===== src/wake_cfg_pkg.sv =====
// package: offsets, field positions, reset values and counts for the wakeup and option registers
package wake_cfg_pkg;
    // register byte offsets
    localparam logic [7:0] port_a_off = 8'h00;
    localparam logic [7:0] key_status_off = 8'h04;
    localparam logic [7:0] key_enable_off = 8'h08;
    localparam logic [7:0] stop_ctrl_off = 8'h0c;
    localparam logic [7:0] option_two_off = 8'h1e;
    localparam logic [7:0] option_one_off = 8'h1f;
    // field positions
    localparam int latch_pos = 6;
    localparam int flag_pos = 3;
    localparam int ack_pos = 2;
    localparam int mask_pos = 1;
    localparam int wake_ie_pos = 6;
    localparam int pud_pos = 7;
    localparam int irq_pin_function_enable_pos = 6;
    localparam int osc_pos = 1;
    localparam int ser_pos = 0;
    localparam int reset_pin_function_enable_pos = 4;
    localparam int rate_pos = 7;
    localparam int short_recovery_select_pos = 6;
    // reset values
    localparam logic [7:0] option_reset = 8'h00;
    // counts
    localparam int wake_short_cycles = 512;
    localparam int wake_long_cycles = 16384;
    localparam int recov_short_cycles = 32;
    localparam int recov_long_cycles = 4096;
    localparam int wdog_short_cycles = 8176;
    localparam int wdog_long_cycles = 262128;
    typedef struct packed {
        logic pullup_disable;
        logic irq_enable;
        logic serial_src;
        logic reset_pin_enable;
        logic osc_stop;
        logic rate;
        logic short_recovery;
    } option_bits_s;
endpackage


===== src/wake_cfg_regs.sv =====
// wakeup timer, keyboard-shared flags and write-once option registers
//
// Function
// RULE_01 - wakeup latch reads as read-only bit six of the port data register
// RULE_02 - key status bits seven to four read as zero
// RULE_03 - pending flag set by key or wake request, cleared by reset
// RULE_04 - writing one to acknowledge clears requests and latch; reads zero
// RULE_05 - mask bit set blocks interrupt requests; reset clears it
// RULE_06 - latch captures wake requests only while wake enable is one
// RULE_07 - oscillator-in-stop bit selects double-rate bus clock for wake timer
// RULE_08 - oscillator-in-stop clear disables bus clock source in stop
// RULE_09 - rate select one gives 512 wake clock periods in stop
// RULE_10 - rate select zero gives 16384 wake clock periods in stop
// RULE_11 - short recovery one leaves stop after 32 cycles, else 4096
// RULE_12 - each option register takes one write per reset, always readable
// RULE_13 - software should write option registers right after reset
// RULE_14 - option registers sit at 0x1e and 0x1f
// RULE_15 - pullup disable bit one disconnects irq pin pullup
// RULE_16 - irq function bit one enables external interrupt on pin
// RULE_17 - serial clock bit one selects bus clock, zero quad-rate clock
// RULE_18 - reset pin bit cleared by power-on reset only
// RULE_19 - outside stop, rate select sets watchdog timeout 8176 or 262128
// RULE_20 - wake counter idle outside stop, restarts from zero on stop entry
// RULE_21 - counter overflow latches wake request into the keyboard logic
// RULE_22 - reset clears latch; wake enable does not gate latch reading
// RULE_23 - per-register lock flag set by first write, cleared by reset
//
// Added by the designer: register access over AXI4-Lite and the register addresses.
`timescale 1ns/1ps
module wake_cfg_regs #(
    parameter int wake_long_count = wake_cfg_pkg::wake_long_cycles,
    parameter int wdog_long_count = wake_cfg_pkg::wdog_long_cycles
)(
    input wire logic clk_sys_in,
    input wire logic reset_n_in,
    input wire logic por_n_in,
    input wire logic stop_mode_in,
    input wire logic rc_osc_tick_in,
    input wire logic bus2x_tick_in,
    input wire logic quad_tick_in,
    input wire logic key_request_in,
    input wire logic [4:0] port_a_pins_in,
    input wire logic [7:0] s_axi_awaddr,
    input wire logic s_axi_awvalid,
    output logic s_axi_awready,
    input wire logic [31:0] s_axi_wdata,
    input wire logic [3:0] s_axi_wstrb,
    input wire logic s_axi_wvalid,
    output logic s_axi_wready,
    output logic [1:0] s_axi_bresp,
    output logic s_axi_bvalid,
    input wire logic s_axi_bready,
    input wire logic [7:0] s_axi_araddr,
    input wire logic s_axi_arvalid,
    output logic s_axi_arready,
    output logic [31:0] s_axi_rdata,
    output logic [1:0] s_axi_rresp,
    output logic s_axi_rvalid,
    input wire logic s_axi_rready,
    output logic key_irq_out,
    output logic bus_clock_run_out,
    output logic wake_exit_out,
    output logic stop_release_out,
    output logic [17:0] watchdog_timeout_out,
    output logic [wake_cfg_pkg::short_recovery_select_pos:0] option_dummy_out,
    output wake_cfg_pkg::option_bits_s options_out
);
    // ************************************
    // bus write side
    // ************************************
    logic aw_full_reg, aw_full_next;
    logic w_full_reg, w_full_next;
    logic [7:0] aw_addr_reg, aw_addr_next;
    logic [7:0] w_data_reg, w_data_next;
    logic w_lane_reg, w_lane_next;
    logic bvalid_reg, bvalid_next;
    logic [1:0] bresp_reg, bresp_next;
    logic wr_fire;
    logic wr_ok;

    assign s_axi_awready = !aw_full_reg && !bvalid_reg;
    assign s_axi_wready = !w_full_reg && !bvalid_reg;
    assign s_axi_bvalid = bvalid_reg;
    assign s_axi_bresp = bresp_reg;
    assign wr_fire = aw_full_reg && w_full_reg && !bvalid_reg;

    always_comb
    begin
        wr_ok = 1'b1;
        case (aw_addr_reg)
            wake_cfg_pkg::port_a_off: wr_ok = 1'b1;
            wake_cfg_pkg::key_status_off: wr_ok = 1'b1;
            wake_cfg_pkg::key_enable_off: wr_ok = 1'b1;
            wake_cfg_pkg::stop_ctrl_off: wr_ok = 1'b1;
            wake_cfg_pkg::option_two_off: wr_ok = 1'b1;
            wake_cfg_pkg::option_one_off: wr_ok = 1'b1;
            default: wr_ok = 1'b0;
        endcase
    end

    always_comb
    begin
        aw_full_next = aw_full_reg;
        w_full_next = w_full_reg;
        aw_addr_next = aw_addr_reg;
        w_data_next = w_data_reg;
        w_lane_next = w_lane_reg;
        bvalid_next = bvalid_reg;
        bresp_next = bresp_reg;
        if (s_axi_awvalid && s_axi_awready)
        begin
            aw_full_next = 1'b1;
            aw_addr_next = s_axi_awaddr;
        end
        if (s_axi_wvalid && s_axi_wready)
        begin
            w_full_next = 1'b1;
            w_data_next = s_axi_wdata[7:0];
            w_lane_next = s_axi_wstrb[0];
        end
        if (wr_fire)
        begin
            aw_full_next = 1'b0;
            w_full_next = 1'b0;
            bvalid_next = 1'b1;
            bresp_next = wr_ok ? 2'h0 : 2'h2;
        end
        if (bvalid_reg && s_axi_bready)
        begin
            bvalid_next = 1'b0;
        end
    end

    always_ff @(posedge clk_sys_in or negedge reset_n_in)
    begin
        if (!reset_n_in)
        begin
            aw_full_reg <= 1'b0;
            w_full_reg <= 1'b0;
            aw_addr_reg <= 8'h00;
            w_data_reg <= 8'h00;
            w_lane_reg <= 1'b0;
            bvalid_reg <= 1'b0;
            bresp_reg <= 2'h0;
        end
        else
        begin
            aw_full_reg <= aw_full_next;
            w_full_reg <= w_full_next;
            aw_addr_reg <= aw_addr_next;
            w_data_reg <= w_data_next;
            w_lane_reg <= w_lane_next;
            bvalid_reg <= bvalid_next;
            bresp_reg <= bresp_next;
        end
    end

    logic wr_go;
    assign wr_go = wr_fire && w_lane_reg;

    // ************************************
    // control and option registers
    // ************************************
    logic mask_reg, mask_next;
    logic wake_ie_reg, wake_ie_next;
    logic [7:0] opt2_reg, opt2_next;
    logic [7:0] opt1_reg, opt1_next;
    logic lock2_reg, lock2_next;
    logic lock1_reg, lock1_next;
    logic reset_pin_function_enable_reg, reset_pin_function_enable_next;
    logic ack_pulse;

    always_comb
    begin
        mask_next = mask_reg;
        wake_ie_next = wake_ie_reg;
        opt2_next = opt2_reg;
        opt1_next = opt1_reg;
        lock2_next = lock2_reg;
        lock1_next = lock1_reg;
        reset_pin_function_enable_next = reset_pin_function_enable_reg;
        ack_pulse = 1'b0;
        if (wr_go && aw_addr_reg == wake_cfg_pkg::key_status_off)
        begin
            // RULE_05 mask bit write
            mask_next = w_data_reg[wake_cfg_pkg::mask_pos];
            // RULE_04 acknowledge strobe
            ack_pulse = w_data_reg[wake_cfg_pkg::ack_pos];
        end
        if (wr_go && aw_addr_reg == wake_cfg_pkg::key_enable_off)
        begin
            wake_ie_next = w_data_reg[wake_cfg_pkg::wake_ie_pos];
        end
        // RULE_12 RULE_23 write once lock
        if (wr_go && aw_addr_reg == wake_cfg_pkg::option_two_off && !lock2_reg)
        begin
            opt2_next = w_data_reg;
            lock2_next = 1'b1;
            reset_pin_function_enable_next = w_data_reg[wake_cfg_pkg::reset_pin_function_enable_pos];
        end
        if (wr_go && aw_addr_reg == wake_cfg_pkg::option_one_off && !lock1_reg)
        begin
            opt1_next = w_data_reg;
            lock1_next = 1'b1;
        end
    end

    always_ff @(posedge clk_sys_in or negedge reset_n_in)
    begin
        if (!reset_n_in)
        begin
            mask_reg <= 1'b0;
            wake_ie_reg <= 1'b0;
            opt2_reg <= wake_cfg_pkg::option_reset;
            opt1_reg <= wake_cfg_pkg::option_reset;
            lock2_reg <= 1'b0;
            lock1_reg <= 1'b0;
        end
        else
        begin
            mask_reg <= mask_next;
            wake_ie_reg <= wake_ie_next;
            opt2_reg <= opt2_next;
            opt1_reg <= opt1_next;
            lock2_reg <= lock2_next;
            lock1_reg <= lock1_next;
        end
    end

    // RULE_18 reset pin bit on power-on reset only
    always_ff @(posedge clk_sys_in or negedge por_n_in)
    begin
        if (!por_n_in)
        begin
            reset_pin_function_enable_reg <= 1'b0;
        end
        else
        begin
            reset_pin_function_enable_reg <= reset_pin_function_enable_next;
        end
    end

    logic osc_stop;
    logic rate_sel;
    logic short_recovery_select;
    assign osc_stop = opt2_reg[wake_cfg_pkg::osc_pos];
    assign rate_sel = opt1_reg[wake_cfg_pkg::rate_pos];
    assign short_recovery_select = opt1_reg[wake_cfg_pkg::short_recovery_select_pos];

    // RULE_15 RULE_16 RULE_17 option outputs
    always_comb
    begin
        options_out.pullup_disable = opt2_reg[wake_cfg_pkg::pud_pos];
        options_out.irq_enable = opt2_reg[wake_cfg_pkg::irq_pin_function_enable_pos];
        options_out.serial_src = opt2_reg[wake_cfg_pkg::ser_pos];
        options_out.reset_pin_enable = reset_pin_function_enable_reg;
        options_out.osc_stop = osc_stop;
        options_out.rate = rate_sel;
        options_out.short_recovery = short_recovery_select;
    end
    assign option_dummy_out = opt1_reg[wake_cfg_pkg::short_recovery_select_pos:0];

    // RULE_07 RULE_08 bus clock runs in stop only if enabled
    assign bus_clock_run_out = !stop_mode_in || osc_stop;

    // RULE_19 watchdog timeout select
    assign watchdog_timeout_out = rate_sel ? 18'(wake_cfg_pkg::wdog_short_cycles) : 18'(wdog_long_count);

    // ************************************
    // wakeup timer, latch and recovery
    // ************************************
    logic [14:0] wake_cnt_reg, wake_cnt_next;
    logic latch_reg, latch_next;
    logic flag_reg, flag_next;
    logic stop_d_reg;
    logic [12:0] rec_cnt_reg, rec_cnt_next;
    logic rec_run_reg, rec_run_next;
    logic wake_tick;
    logic wake_ovf;
    logic [14:0] wake_limit;

    // RULE_07 wake clock source select
    assign wake_tick = osc_stop ? bus2x_tick_in : rc_osc_tick_in;
    // RULE_09 RULE_10 wake period select
    assign wake_limit = rate_sel ? 15'(wake_cfg_pkg::wake_short_cycles - 1) : 15'(wake_long_count - 1);
    assign wake_ovf = stop_mode_in && wake_tick && wake_cnt_reg == wake_limit;

    always_comb
    begin
        wake_cnt_next = wake_cnt_reg;
        latch_next = latch_reg;
        flag_next = flag_reg;
        rec_cnt_next = rec_cnt_reg;
        rec_run_next = rec_run_reg;
        // RULE_20 counter idle outside stop, zero at entry
        if (!stop_mode_in)
        begin
            wake_cnt_next = 15'h0000;
        end
        else if (wake_tick)
        begin
            wake_cnt_next = wake_ovf ? 15'h0000 : wake_cnt_reg + 15'h0001;
        end
        if (ack_pulse)
        begin
            latch_next = 1'b0;
            flag_next = 1'b0;
        end
        // RULE_06 RULE_21 latch on overflow, set wins
        if (wake_ovf && wake_ie_reg)
        begin
            latch_next = 1'b1;
        end
        // RULE_03 pending flag, set wins
        if (key_request_in || (wake_ovf && wake_ie_reg))
        begin
            flag_next = 1'b1;
        end
        // RULE_11 recovery delay start
        if (stop_mode_in && !rec_run_reg && flag_reg && !mask_reg)
        begin
            rec_run_next = 1'b1;
            rec_cnt_next = short_recovery_select ? 13'(wake_cfg_pkg::recov_short_cycles) : 13'(wake_cfg_pkg::recov_long_cycles);
        end
        else if (rec_run_reg && quad_tick_in)
        begin
            rec_cnt_next = rec_cnt_reg - 13'h0001;
            if (rec_cnt_reg == 13'h0001)
            begin
                rec_run_next = 1'b0;
            end
        end
    end

    always_ff @(posedge clk_sys_in or negedge reset_n_in)
    begin
        if (!reset_n_in)
        begin
            wake_cnt_reg <= 15'h0000;
            // RULE_22 reset clears latch
            latch_reg <= 1'b0;
            flag_reg <= 1'b0;
            stop_d_reg <= 1'b0;
            rec_cnt_reg <= 13'h0000;
            rec_run_reg <= 1'b0;
        end
        else
        begin
            wake_cnt_reg <= wake_cnt_next;
            latch_reg <= latch_next;
            flag_reg <= flag_next;
            stop_d_reg <= rec_run_reg;
            rec_cnt_reg <= rec_cnt_next;
            rec_run_reg <= rec_run_next;
        end
    end

    // RULE_05 mask gates interrupt
    assign key_irq_out = flag_reg && !mask_reg;
    assign wake_exit_out = stop_mode_in && flag_reg && !mask_reg;
    // RULE_11 release pulse after count
    assign stop_release_out = stop_d_reg && !rec_run_reg;

    // ************************************
    // bus read side
    // ************************************
    logic rvalid_reg, rvalid_next;
    logic [7:0] rdata_reg, rdata_next;
    logic [1:0] rresp_reg, rresp_next;
    logic [7:0] rd_val;
    logic rd_ok;

    assign s_axi_arready = !rvalid_reg;
    assign s_axi_rvalid = rvalid_reg;
    assign s_axi_rdata = {24'h000000, rdata_reg};
    assign s_axi_rresp = rresp_reg;

    always_comb
    begin
        rd_val = 8'h00;
        rd_ok = 1'b1;
        case (s_axi_araddr)
            // RULE_01 RULE_22 latch in port data
            wake_cfg_pkg::port_a_off: rd_val = {1'b0, latch_reg, 1'b0, port_a_pins_in};
            // RULE_02 RULE_04 upper bits and acknowledge read zero
            wake_cfg_pkg::key_status_off: rd_val = {4'h0, flag_reg, 1'b0, mask_reg, 1'b0};
            wake_cfg_pkg::key_enable_off: rd_val = {1'b0, wake_ie_reg, 6'h00};
            wake_cfg_pkg::stop_ctrl_off: rd_val = {7'h00, rec_run_reg};
            // RULE_14 option register addresses
            wake_cfg_pkg::option_two_off: rd_val = {opt2_reg[7:5], reset_pin_function_enable_reg, opt2_reg[3:0]};
            wake_cfg_pkg::option_one_off: rd_val = opt1_reg;
            default: rd_ok = 1'b0;
        endcase
    end

    always_comb
    begin
        rvalid_next = rvalid_reg;
        rdata_next = rdata_reg;
        rresp_next = rresp_reg;
        if (s_axi_arvalid && s_axi_arready)
        begin
            rvalid_next = 1'b1;
            rdata_next = rd_val;
            rresp_next = rd_ok ? 2'h0 : 2'h2;
        end
        else if (rvalid_reg && s_axi_rready)
        begin
            rvalid_next = 1'b0;
        end
    end

    always_ff @(posedge clk_sys_in or negedge reset_n_in)
    begin
        if (!reset_n_in)
        begin
            rvalid_reg <= 1'b0;
            rdata_reg <= 8'h00;
            rresp_reg <= 2'h0;
        end
        else
        begin
            rvalid_reg <= rvalid_next;
            rdata_reg <= rdata_next;
            rresp_reg <= rresp_next;
        end
    end
endmodule


===== config.mk =====
export PLATFORM = sky130hd
export DESIGN_NAME = wake_cfg_regs
export DESIGN_NICKNAME = d
export VERILOG_FILES = /design/src/wake_cfg_pkg.sv /design/src/wake_cfg_regs.sv
export SDC_FILE = /design/constraint.sdc
export NUM_CORES = 1
export LEC_CHECK = 0
export ABC_CLOCK_PERIOD_IN_PS = 2800
export BUFFER_PORTS_ARGS = -buffer_cell sky130_fd_sc_hd__buf_2
export CAP_MARGIN = 20
export CORE_ASPECT_RATIO = 1.5
export CORE_MARGIN = 5
export CORE_UTILIZATION = 47
export DETAILED_ROUTE_END_ITERATION = 7
export GPL_TIMING_DRIVEN = 0
export PLACE_DENSITY = 0.83
export SLEW_MARGIN = 20
export SYNTH_ARGS = -nofsm -noshare
export SYNTH_HDL_FRONTEND = slang
export SYNTH_SLANG_ARGS = --single-unit
export TNS_END_PERCENT = 10

===== constraint.sdc =====
create_clock -name clk_sys_in -period 2.8 [get_ports clk_sys_in]
set_input_delay 0.56 -clock clk_sys_in [delete_from_list [all_inputs] [get_ports clk_sys_in]]
set_output_delay 0.56 -clock clk_sys_in [all_outputs]
set_load 0.005 [all_outputs]

---- After elaboration in Yosys (flattened, before gate mapping) ----
Index checks and enable logic that the tools add are counted.
cells by class
  muxes and demuxes ....................... 29
  reduce and logical (&&, ||, !) cells .... 51
  add/sub/neg operators ................... 2
  eq/ne operators ......................... 13
operators by type and width
  operator                 count
  $pmux W8 S6              1
  $mux W15                 3
  $mux W13                 3
  $eq A8 B4 Y1 const B     4
  $eq A8 B5 Y1 const B     4
  $logic_and A1 B1 Y1      27
  $mux W1                  18
  $mux W18                 1
  $eq A8 B3 Y1 const B     2
  $logic_not A8 Y1         2
  $reduce_bool A2 Y1       8
  $add A15 B1 Y15 const B  1
  $eq A15 B14 Y1           1
  $mux W14                 1
  $eq A13 B1 Y1 const B    1
  $sub A13 B1 Y13 const B  1
  $reduce_or A6 Y1         2
  $logic_not A1 Y1         9
  $mux W2                  2
  $logic_or A1 B1 Y1       2
  $ne A2 B1 Y1 const B     1
  $reduce_and A2 Y1        1
storage, ports and cells
  output and inout bits ................... 77
  bits in registers ....................... 86
  bits of input ports ..................... 70
  logic and storage cells ................. 118

---- Logic depth before layout (Yosys ltp) ----
Gate-level depths: netlist of the first run.
  depth in word-level cells ............... 7
  mapped depth ............................ 7
  depth with buffers taken out ............ 6

---- Worst setup path after synthesis of the first run ----
No wires, ideal clock.
  path kind ............................... register to register
  from .................................... reg aw_addr_reg[5]
  to ...................................... reg opt2_reg[0]
  path buffers ............................ 0
  slack ................................... 0.754 ns
  setup time .............................. 0.125 ns
  required time ........................... 2.675 ns
  stages on the path, launching flop included .. 5
  arrival time ............................ 1.921 ns
  path through ............................ dfrtp_1 or4b_4 or3_4 nor3_4 mux2_2
between the ends
  word-level cells in the longest chain between the ends .. 3
RTL lines
  what                              RTL line              RTL
  start, declared                   wake_cfg_regs.sv:73   logic [7:0] aw_addr_reg, aw_addr_next;
  start signal, assigned            wake_cfg_regs.sv:150  aw_addr_reg <= aw_addr_next;
  $eq A8 B5 Y1                      wake_cfg_regs.sv:195  if (wr_go && aw_addr_reg == wake_cfg_pkg::option_two_off && !lock2_reg)
  $logic_and A1 B1 Y1 (2 in a row)  wake_cfg_regs.sv:195
  end signal, assigned              wake_cfg_regs.sv:214  opt2_reg <= wake_cfg_pkg::option_reset;
  end signal, assigned              wake_cfg_regs.sv:223  opt2_reg <= opt2_next;
  end, declared                     wake_cfg_regs.sv:166  logic [7:0] opt2_reg, opt2_next;
No other way between the ends.
A chain may end at the register's enable or synchronous reset.

---- Final worst setup path of the first run ----
  from .................................... reg wake_cnt_reg[9]
  to ...................................... reg wake_cnt_reg[9]
between the ends
  word-level cells in the longest chain between the ends .. 5
  elaborated cells between the ends (all ways) .. 6
RTL lines
  what                                                     RTL line              RTL
  start, declared                                          wake_cfg_regs.sv:272  logic [14:0] wake_cnt_reg, wake_cnt_next;
  start signal, assigned                                   wake_cfg_regs.sv:349  wake_cnt_reg <= wake_cnt_next;
  branches (longest 2 deep; another with $add A15 B1 Y15)  -
  $mux W15 *                                               wake_cfg_regs.sv:302  wake_cnt_next = wake_ovf ? 15'h0000 : wake_cnt_reg + 15'h0001;
  $mux W15 *                                               wake_cfg_regs.sv:300  else if (wake_tick)
  $mux W15 *                                               wake_cfg_regs.sv:296  if (!stop_mode_in)
Mark *: on every way between the ends. The select of a mux whose other input is x is not followed.

==> out/metrics.csv, run 1 <==
stage;metric;value;unit
global_routing;grt-ovfl-total;0;
power;sw_frac_of_total;0.2910;
synthesis;synth_ff_type;dfrtp_1;
drt;wl_per_cell;14.76;um
power;vdd_drop_max;0.5291;mV
timing;period_share;0.8137;
layout;multiInputGateArea;1882;sq um
setup_path;slowest_stage;o31ai_2;
timing;worstMarginPinSlew;698.7;ps
drt;first_iter_violations;172;
hold_path;hold_path.class;in2async;
layout;seq_area;2077;sq um
global_routing;grt_pass1_vias;3456;
drt;vias_per_cell;5.235;
timing;max_freq;0.4389;GHz
floorplan;die_h;126.6;um
global_routing;busiest_layer;met2;
synthesis;netlist_area;4260;sq um
synthesis;netlist.area_leader.share;0.4875;
clock_network;clk_pin_slew;60;ps
clock_network;cts_tree;done;
layout;fillers;720;
layout;layout_common_cells;dfrtp_1 (83), buf_2 (78), buf_4 (50);
floorplan;pin_count;147;
clock_network;cts_resized;0;
floorplan;die_w;87.74;um
setup_path;cp_data_arrival_time;2500;ps
layout;instances_no_fill;646;
timing;grt_setup_unrepaired;false;
timing;finalSetupTns;0;ps
placement;gp_congestion;0.8742;
synthesis;synth_cells;403;
timing;period_minus_slack;2278;ps
power;p_sw;0.001082;W
layout;area_growth;23.94;%
power;p_leak;2.561;nW
placement;placedCellCount;629;
synthesis;ys_top_cells_by_area;dfrtp_1 (49%), mux2_2 (9.3%), buf_4 (8.6%);
layout;largest_register_ffs;15;
synthesis;synth_edf_count;0;
drt;wl;9.533;mm
global_routing;use_met2;0.3122;
timing;final-hold-violation-count;0;
setup_path;path_max_fanout;10;
synthesis;synth_top_area_cell;dfrtp_1;
setup_path;worst_setup_path_start_kind;flop;
layout;num_antenna_cells;0;
floorplan;rows;42;
power;comb_power_share;0.210;
layout;layout_commonest_cell;dfrtp_1;
setup_path;crit_type;reg2reg;
clock_network;clock_sinks;83;
floorplan;core_area;8828;sq um
clock_network;htree_levels;3;
timing;relSlewSlack;0.5342;
timing;slew_viol_final;0;
setup_path;required;3020;ps
floorplan;die-area;11110;sq um
clock_network;cts_root_buf;clkbuf_16;
synthesis;synth-seq-cells;83;
global_routing;antenna_found_initial;0;
setup_path;slowest_delay;460;ps
clock_network;cts_max_path_buffers;2;
drt;ant_nets;0;
drt;drc_errors;0;
timing;fin_skew;7.349;ps
clock_network;clk_latency;330;ps
global_routing;grt_pass1_wl;15.75;mm
drt;vias;3382;
timing;setup_viol;0;
global_routing;use_met1;0.1992;
layout;drive_above_1_share;0.3470;
placement;port_buffers;78;
clock_network;cts_made_buffers;9;
synthesis;syn_avg_cell_area;10.57;sq um
run;cap_violations;0;
synthesis;ys_seq_area_frac;0.4875;
layout;nets;604;
setup_path;endpoint_kind;flop;
floorplan;start_util;0.4826;
drt;first_pass_iters;5;
global_routing;grt_max_degree;55;
power;seq_power_share;0.465;
status;status;finished clean;
global_routing;grt_use_met3;0.03180;
placement;post-dp-hpwl;7.251;mm
setup_path;path_cells;clkbuf_1 -> nor4b_1 -> a32oi_1 -> o31ai_2 -> buf_2 -> o211ai_1 -> o21a_1;
power;intPower;0.002637;W
power;p_per_area;704.3;nW/um^2
synthesis;yosysWarnings;0;
synthesis;async_flop_share;1.000;
power;pwr-share-clk;0.325;
synthesis;synthDistinctLibCells;53;
global_routing;grt_use_total;0.1769;
## through the flow
stage	worst slack (ps)	cell area [sq um]	power, W	hold slack [ps]	util
floorplan	754.1	4399	0.002229	264.4	-
global placement	481.3	4927	0.002453	335.2	0.5581
detailed placement	475.7	4957	0.002523	335.6	0.5615
CTS	547.4	5280	0.003737	160.0	0.5981
global route	280.6	5280	0.003919	173.1	0.5981
finish	521.6	5280	0.003719	143.0	0.5981
## layout make-up
| cell class | instances | share of cell area |
|---|---|---|
| buffer | 61 | 0.07844 |
| sequential | 83 | 0.3934 |
| timing repair buffer | 80 | 0.08152 |
| inverter | 7 | 0.004976 |
| clock inverter | 5 | 0.01137 |
| tap | 110 | 0.02607 |
| multi-input combinational | 289 | 0.3564 |
| clock buffer | 11 | 0.04787 |
## worst max-delay path, delay by kind of cell (launching register included)
family	cells	cell delay, ps
AND/OR/NAND/NOR	1	420
flip-flops	1	360
buffers and inverters	2	500
AO/OA/AOI/OAI	4	900
## synth_stat cells (all sizes together), types with 3 or more instances
cell    number
a21o         3
a21oi       11
and2         4
and4         3
buf         50
clkbuf      11
dfrtp       83
ha           3
inv          7
mux2        35
mux2i       12
nand2       36
nand2b       5
nand3       10
nand3b       3
nand4        7
nor2        20
nor2b        5
nor3         9
nor4         5
o211ai       6
o21a         3
o21ai       20
o31ai        6
o32a         3
or3          8
or4          4
xnor2        5
## metal layers
layer,routed length [um],up-vias
li1,-,1615
met1,3508,1615
met2,5035,126
met3,676,26
met4,312,0
met5,0,-
## repair_timing
item	CTS	global route
setup buffers	0	0
hold endpoints to repair	1	0
hold buffers	1	0
## power groups by stage
stage	registers [W]	logic, W	clock network, W
detailed placement	0.00174	0.000780	0
CTS	0.00173	0.000789	0.00122
global route	0.00177	0.000879	0.00127
global placement	0.00172	0.000733	0
finish	0.00173	0.000781	0.00121
floorplan	0.00167	0.000557	0
## cell families after synthesis
kind of cell,after synthesis,synth area share
flops,83,0.4875
compound gates,64,0.09898
mux,47,0.1207
fa+ha+maj,3,0.008812
other cells,2,0.001763
simple gates,129,0.1645
xor+xnor,7,0.01439
buf+inv,68,0.1034
## path summary, 6_finish.rpt
| kind | from | to | slack (ps) | cells past startpoint |
|---|---|---|---|---|
| setup / recovery | wake_cnt_reg[9]$_DFFE_PN0P_ | wake_cnt_reg[9]$_DFFE_PN0P_ | 520 | 7 |
| hold / removal | reset_n_in | w_full_reg$_DFFE_PN0P_ | 140 | 1 |
| setup reg to reg | wake_cnt_reg[9]$_DFFE_PN0P_ | wake_cnt_reg[9]$_DFFE_PN0P_ | 520 | 7 |
| hold reg to reg | rec_run_reg$_DFFE_PN0P_ | stop_d_reg$_DFF_PN0_ | 380 | 0 |
| max in group asynchronous | reset_n_in | rec_cnt_reg[0]$_DFFE_PN0P_ | 2080 | 2 |
| min in group clk_sys_in | rec_run_reg$_DFFE_PN0P_ | stop_d_reg$_DFF_PN0_ | 380 | 0 |
Note: power is estimated with default switching activity, not from simulation.
==> run 2, diff against run 1 <==
Settings changed: ABC_CLOCK_PERIOD_IN_PS 2800 to 1800, CORE_UTILIZATION 47 to 46, PLACE_DENSITY 0.83 to 0.84.
Clock period 2.8 ns to 1.8 ns, I/O delays scaled along.
==> out/metrics.csv, run 2 (synthesis results as in run 1) <==
stage;metric;value;unit;change
floorplan;pin_count;147;;unchanged
layout;num_antenna_cells;0;;unchanged
setup_path;crit_path_start;aw_addr_reg[6]$_DFFE_PN0P_;;
global_routing;grt_max_degree;51;;-7.3%
status;status;finished with violations;;
drt;wl_met3;736;um;+8.9%
drt;dr_wl_met2;4.969;mm;-1.3%
power;p_leak;2.638;nW;+3.0%
layout;fin_util;0.6037;;+0.005621
hold_path;hold_path.class;in2reg;;
layout;drive_above_1_share;0.3941;;+0.04709
timing;grt_setup_unrepaired;true;;
layout;nets;611;;+1.2%
setup_path;cp_data_arrival_time;2230;ps;-270 ps
setup_path;endpoint_kind;flop;;
layout;area_growth;29.60;%;
placement;pre_cts_slack;-492.5;ps;-968.2 ps
clock_network;cts_max_path_buffers;2;;unchanged
timing;max_freq;0.4950;GHz;+13%
floorplan;die-area;11330;sq um;+2.0%
setup_path;reg2reg_slack;-220;ps;-740 ps
placement;placed_cell_area;4960;sq um;about the same
timing;finalSetupTns;-3229;ps;-3229 ps
setup_path;worst_setup_path_start_kind;flop;;
timing;fin_skew;3.631;ps;-3.717 ps
layout;stdcell_area;5522;sq um;+4.6%
power;p_per_area;1064;nW/um^2;+51%
clock_network;clk_pin_slew;60;ps;about the same
clock_network;htree_levels;3;;unchanged
setup_path;reg2reg_to;opt2_reg[7]$_DFFE_PN0P_;;
timing;relSlewSlack;0.5759;;+0.04166
power;vdd_drop_max;0.9991;mV;+89%
floorplan;die_h;127.9;um;+1.0%
clock_network;clk_latency;330;ps;about the same
power;power;0.005873;W;+58%
drt;drt-met1-wl;3.881;mm;+11%
timing;period_share;1.122;;+0.3085
drt;vias_per_cell;5.154;;-1.5%
floorplan;start_util;0.4658;;-0.01677
hold_path;min_to;s_axi_rvalid$_DFFE_PN0P_;;
setup_path;required;2010;ps;-1010 ps
drt;wl_per_cell;15.05;um;+2.0%
hold_path;min-delay-start;s_axi_rready;;
floorplan;core_area;9146;sq um;+3.6%
global_routing;grt_pass1_vias;3330;;-3.6%
global_routing;antenna_found_initial;0;;unchanged
clock_network;cts_made_buffers;9;;unchanged
drt;drc_errors;0;;unchanged
layout;layout_commonest_cell;dfrtp_1;;
status;violations;setup timing;;
timing;slew_viol_final;0;;unchanged
placement;gp_congestion;0.8327;;-4.7%
drt;first_pass_iters;4;;-1
drt;first_iter_violations;143;;-17%
floorplan;rows;43;;+2.4%
run;cap_violations;0;;unchanged
setup_path;path_max_fanout;8;;-2
clock_network;cts_tree;done;;
drt;wl;9.859;mm;+3.4%
drt;vias;3376;;-0.18%
placement;port_buffers;78;;unchanged
drt;top_layer;met4;;
drt;ant_nets;0;;unchanged
clock_network;clock_sinks;83;;unchanged
global_routing;grt-ovfl-total;0;;unchanged
global_routing;grt_use_total;0.1774;;+0.0004946
placement;post-dp-hpwl;7.385;mm;+1.8%
layout;largest_register_ffs;15;;unchanged
timing;worstMarginPinSlew;636.2;ps;-62.49 ps
hold_path;holdPathStages;2;;
global_routing;grt_pass1_wl;15.66;mm;-0.57%
layout;layout_common_cells;dfrtp_1 (79), buf_2 (78), buf_4 (55);;
setup_path;crit_type;reg2reg;;
setup_path;reg2reg_from;aw_addr_reg[6]$_DFFE_PN0P_;;
setup_path;r2r_cells;5;;-2
clock_network;cts_root_buf;clkbuf_16;;
timing;period_minus_slack;2020;ps;-258.3 ps
timing;setup_viol;18;;+18
floorplan;die_w;88.58;um;+0.96%
timing;layout_setup_ws;-220.1;ps;-741.7 ps
timing;final-hold-violation-count;0;;unchanged
==> run 2: cell types whose count changed in the layout (fill, tap and decap cells not counted), moves of 3 or more <==
cell | previous run | this run
clkbuf_1 | 11 | 8
nor3_1 | 8 | 5
mux2_2 | 35 | 27
buf_4 | 50 | 55
dfrtp_1 | 83 | 79
mux2_4 | 0 | 8
dfrtp_2 | 0 | 4
==> run 2: final cells by class <==
class | count | area (sq um)
fill | 768 | 3625
inverter | 7 | 26.28
tap | 112 | 140.1
buffer | 59 | 414.1
sequential | 83 | 2082
timing repair buffer | 89 | 514.2
multi-input combinational | 289 | 2044
clock inverter | 3 | 20.02
clock buffer | 13 | 280.3
==> run 2: where the power goes <==
part	internal, W	leakage (nW)	switching [W]
Clock	0.00108	0.144	0.000699
Sequential	0.00229	1.06	0.000435
Combinational	0.000761	1.43	0.000602
Total	0.00414	2.64	0.00174
==> run 2: timing repair <==
item                                    4_1_cts  5_1_grt
hold buffers                                  2        0
hold endpoints to repair                     32        0
setup buffers                                 5        2
pin swaps                                     7        3
gates cloned                                  1        0
gates resized for setup                      29       12
endpoints found under the setup margin       36       34
==> run 2: worst max-delay path, cell delays in order (launching register included) <==
cell,delay (ps)
dfrtp_1,370
or4b_4,540
or3_4,360
nor3_4,150
buf_12,160
mux2_4,310
==> run 2: worst max-delay path by stage <==
stage,to,slack [ps]
detailed placement,wake_cnt_reg[11]$_DFFE_PN0P_,-490
finish,opt2_reg[7]$_DFFE_PN0P_,-220
global route,opt2_reg[7]$_DFFE_PN0P_,-280
CTS,opt2_reg[7]$_DFFE_PN0P_,-260
global placement,wake_cnt_reg[9]$_DFFE_PN0P_,-470
floorplan,opt2_reg[0]$_DFFE_PN0P_,-250
==> run 2: stage by stage <==
| step | hold WS, ps | cells |
|---|---|---|
| floorplan | 64.41 | 440 |
| detailed placement | 139.6 | 631 |
| global placement | 139.7 | 630 |
| global route | 207.4 | 655 |
| finish | 199.6 | 655 |
| CTS | 192.5 | 653 |
==> run 2: layer usage <==
layer	GRT usage	vias to the layer above
met1	0.2107	1597
li1	-	1619
met3	0.04051	24
met5	0	-
met4	0.08096	0
met2	0.3001	136
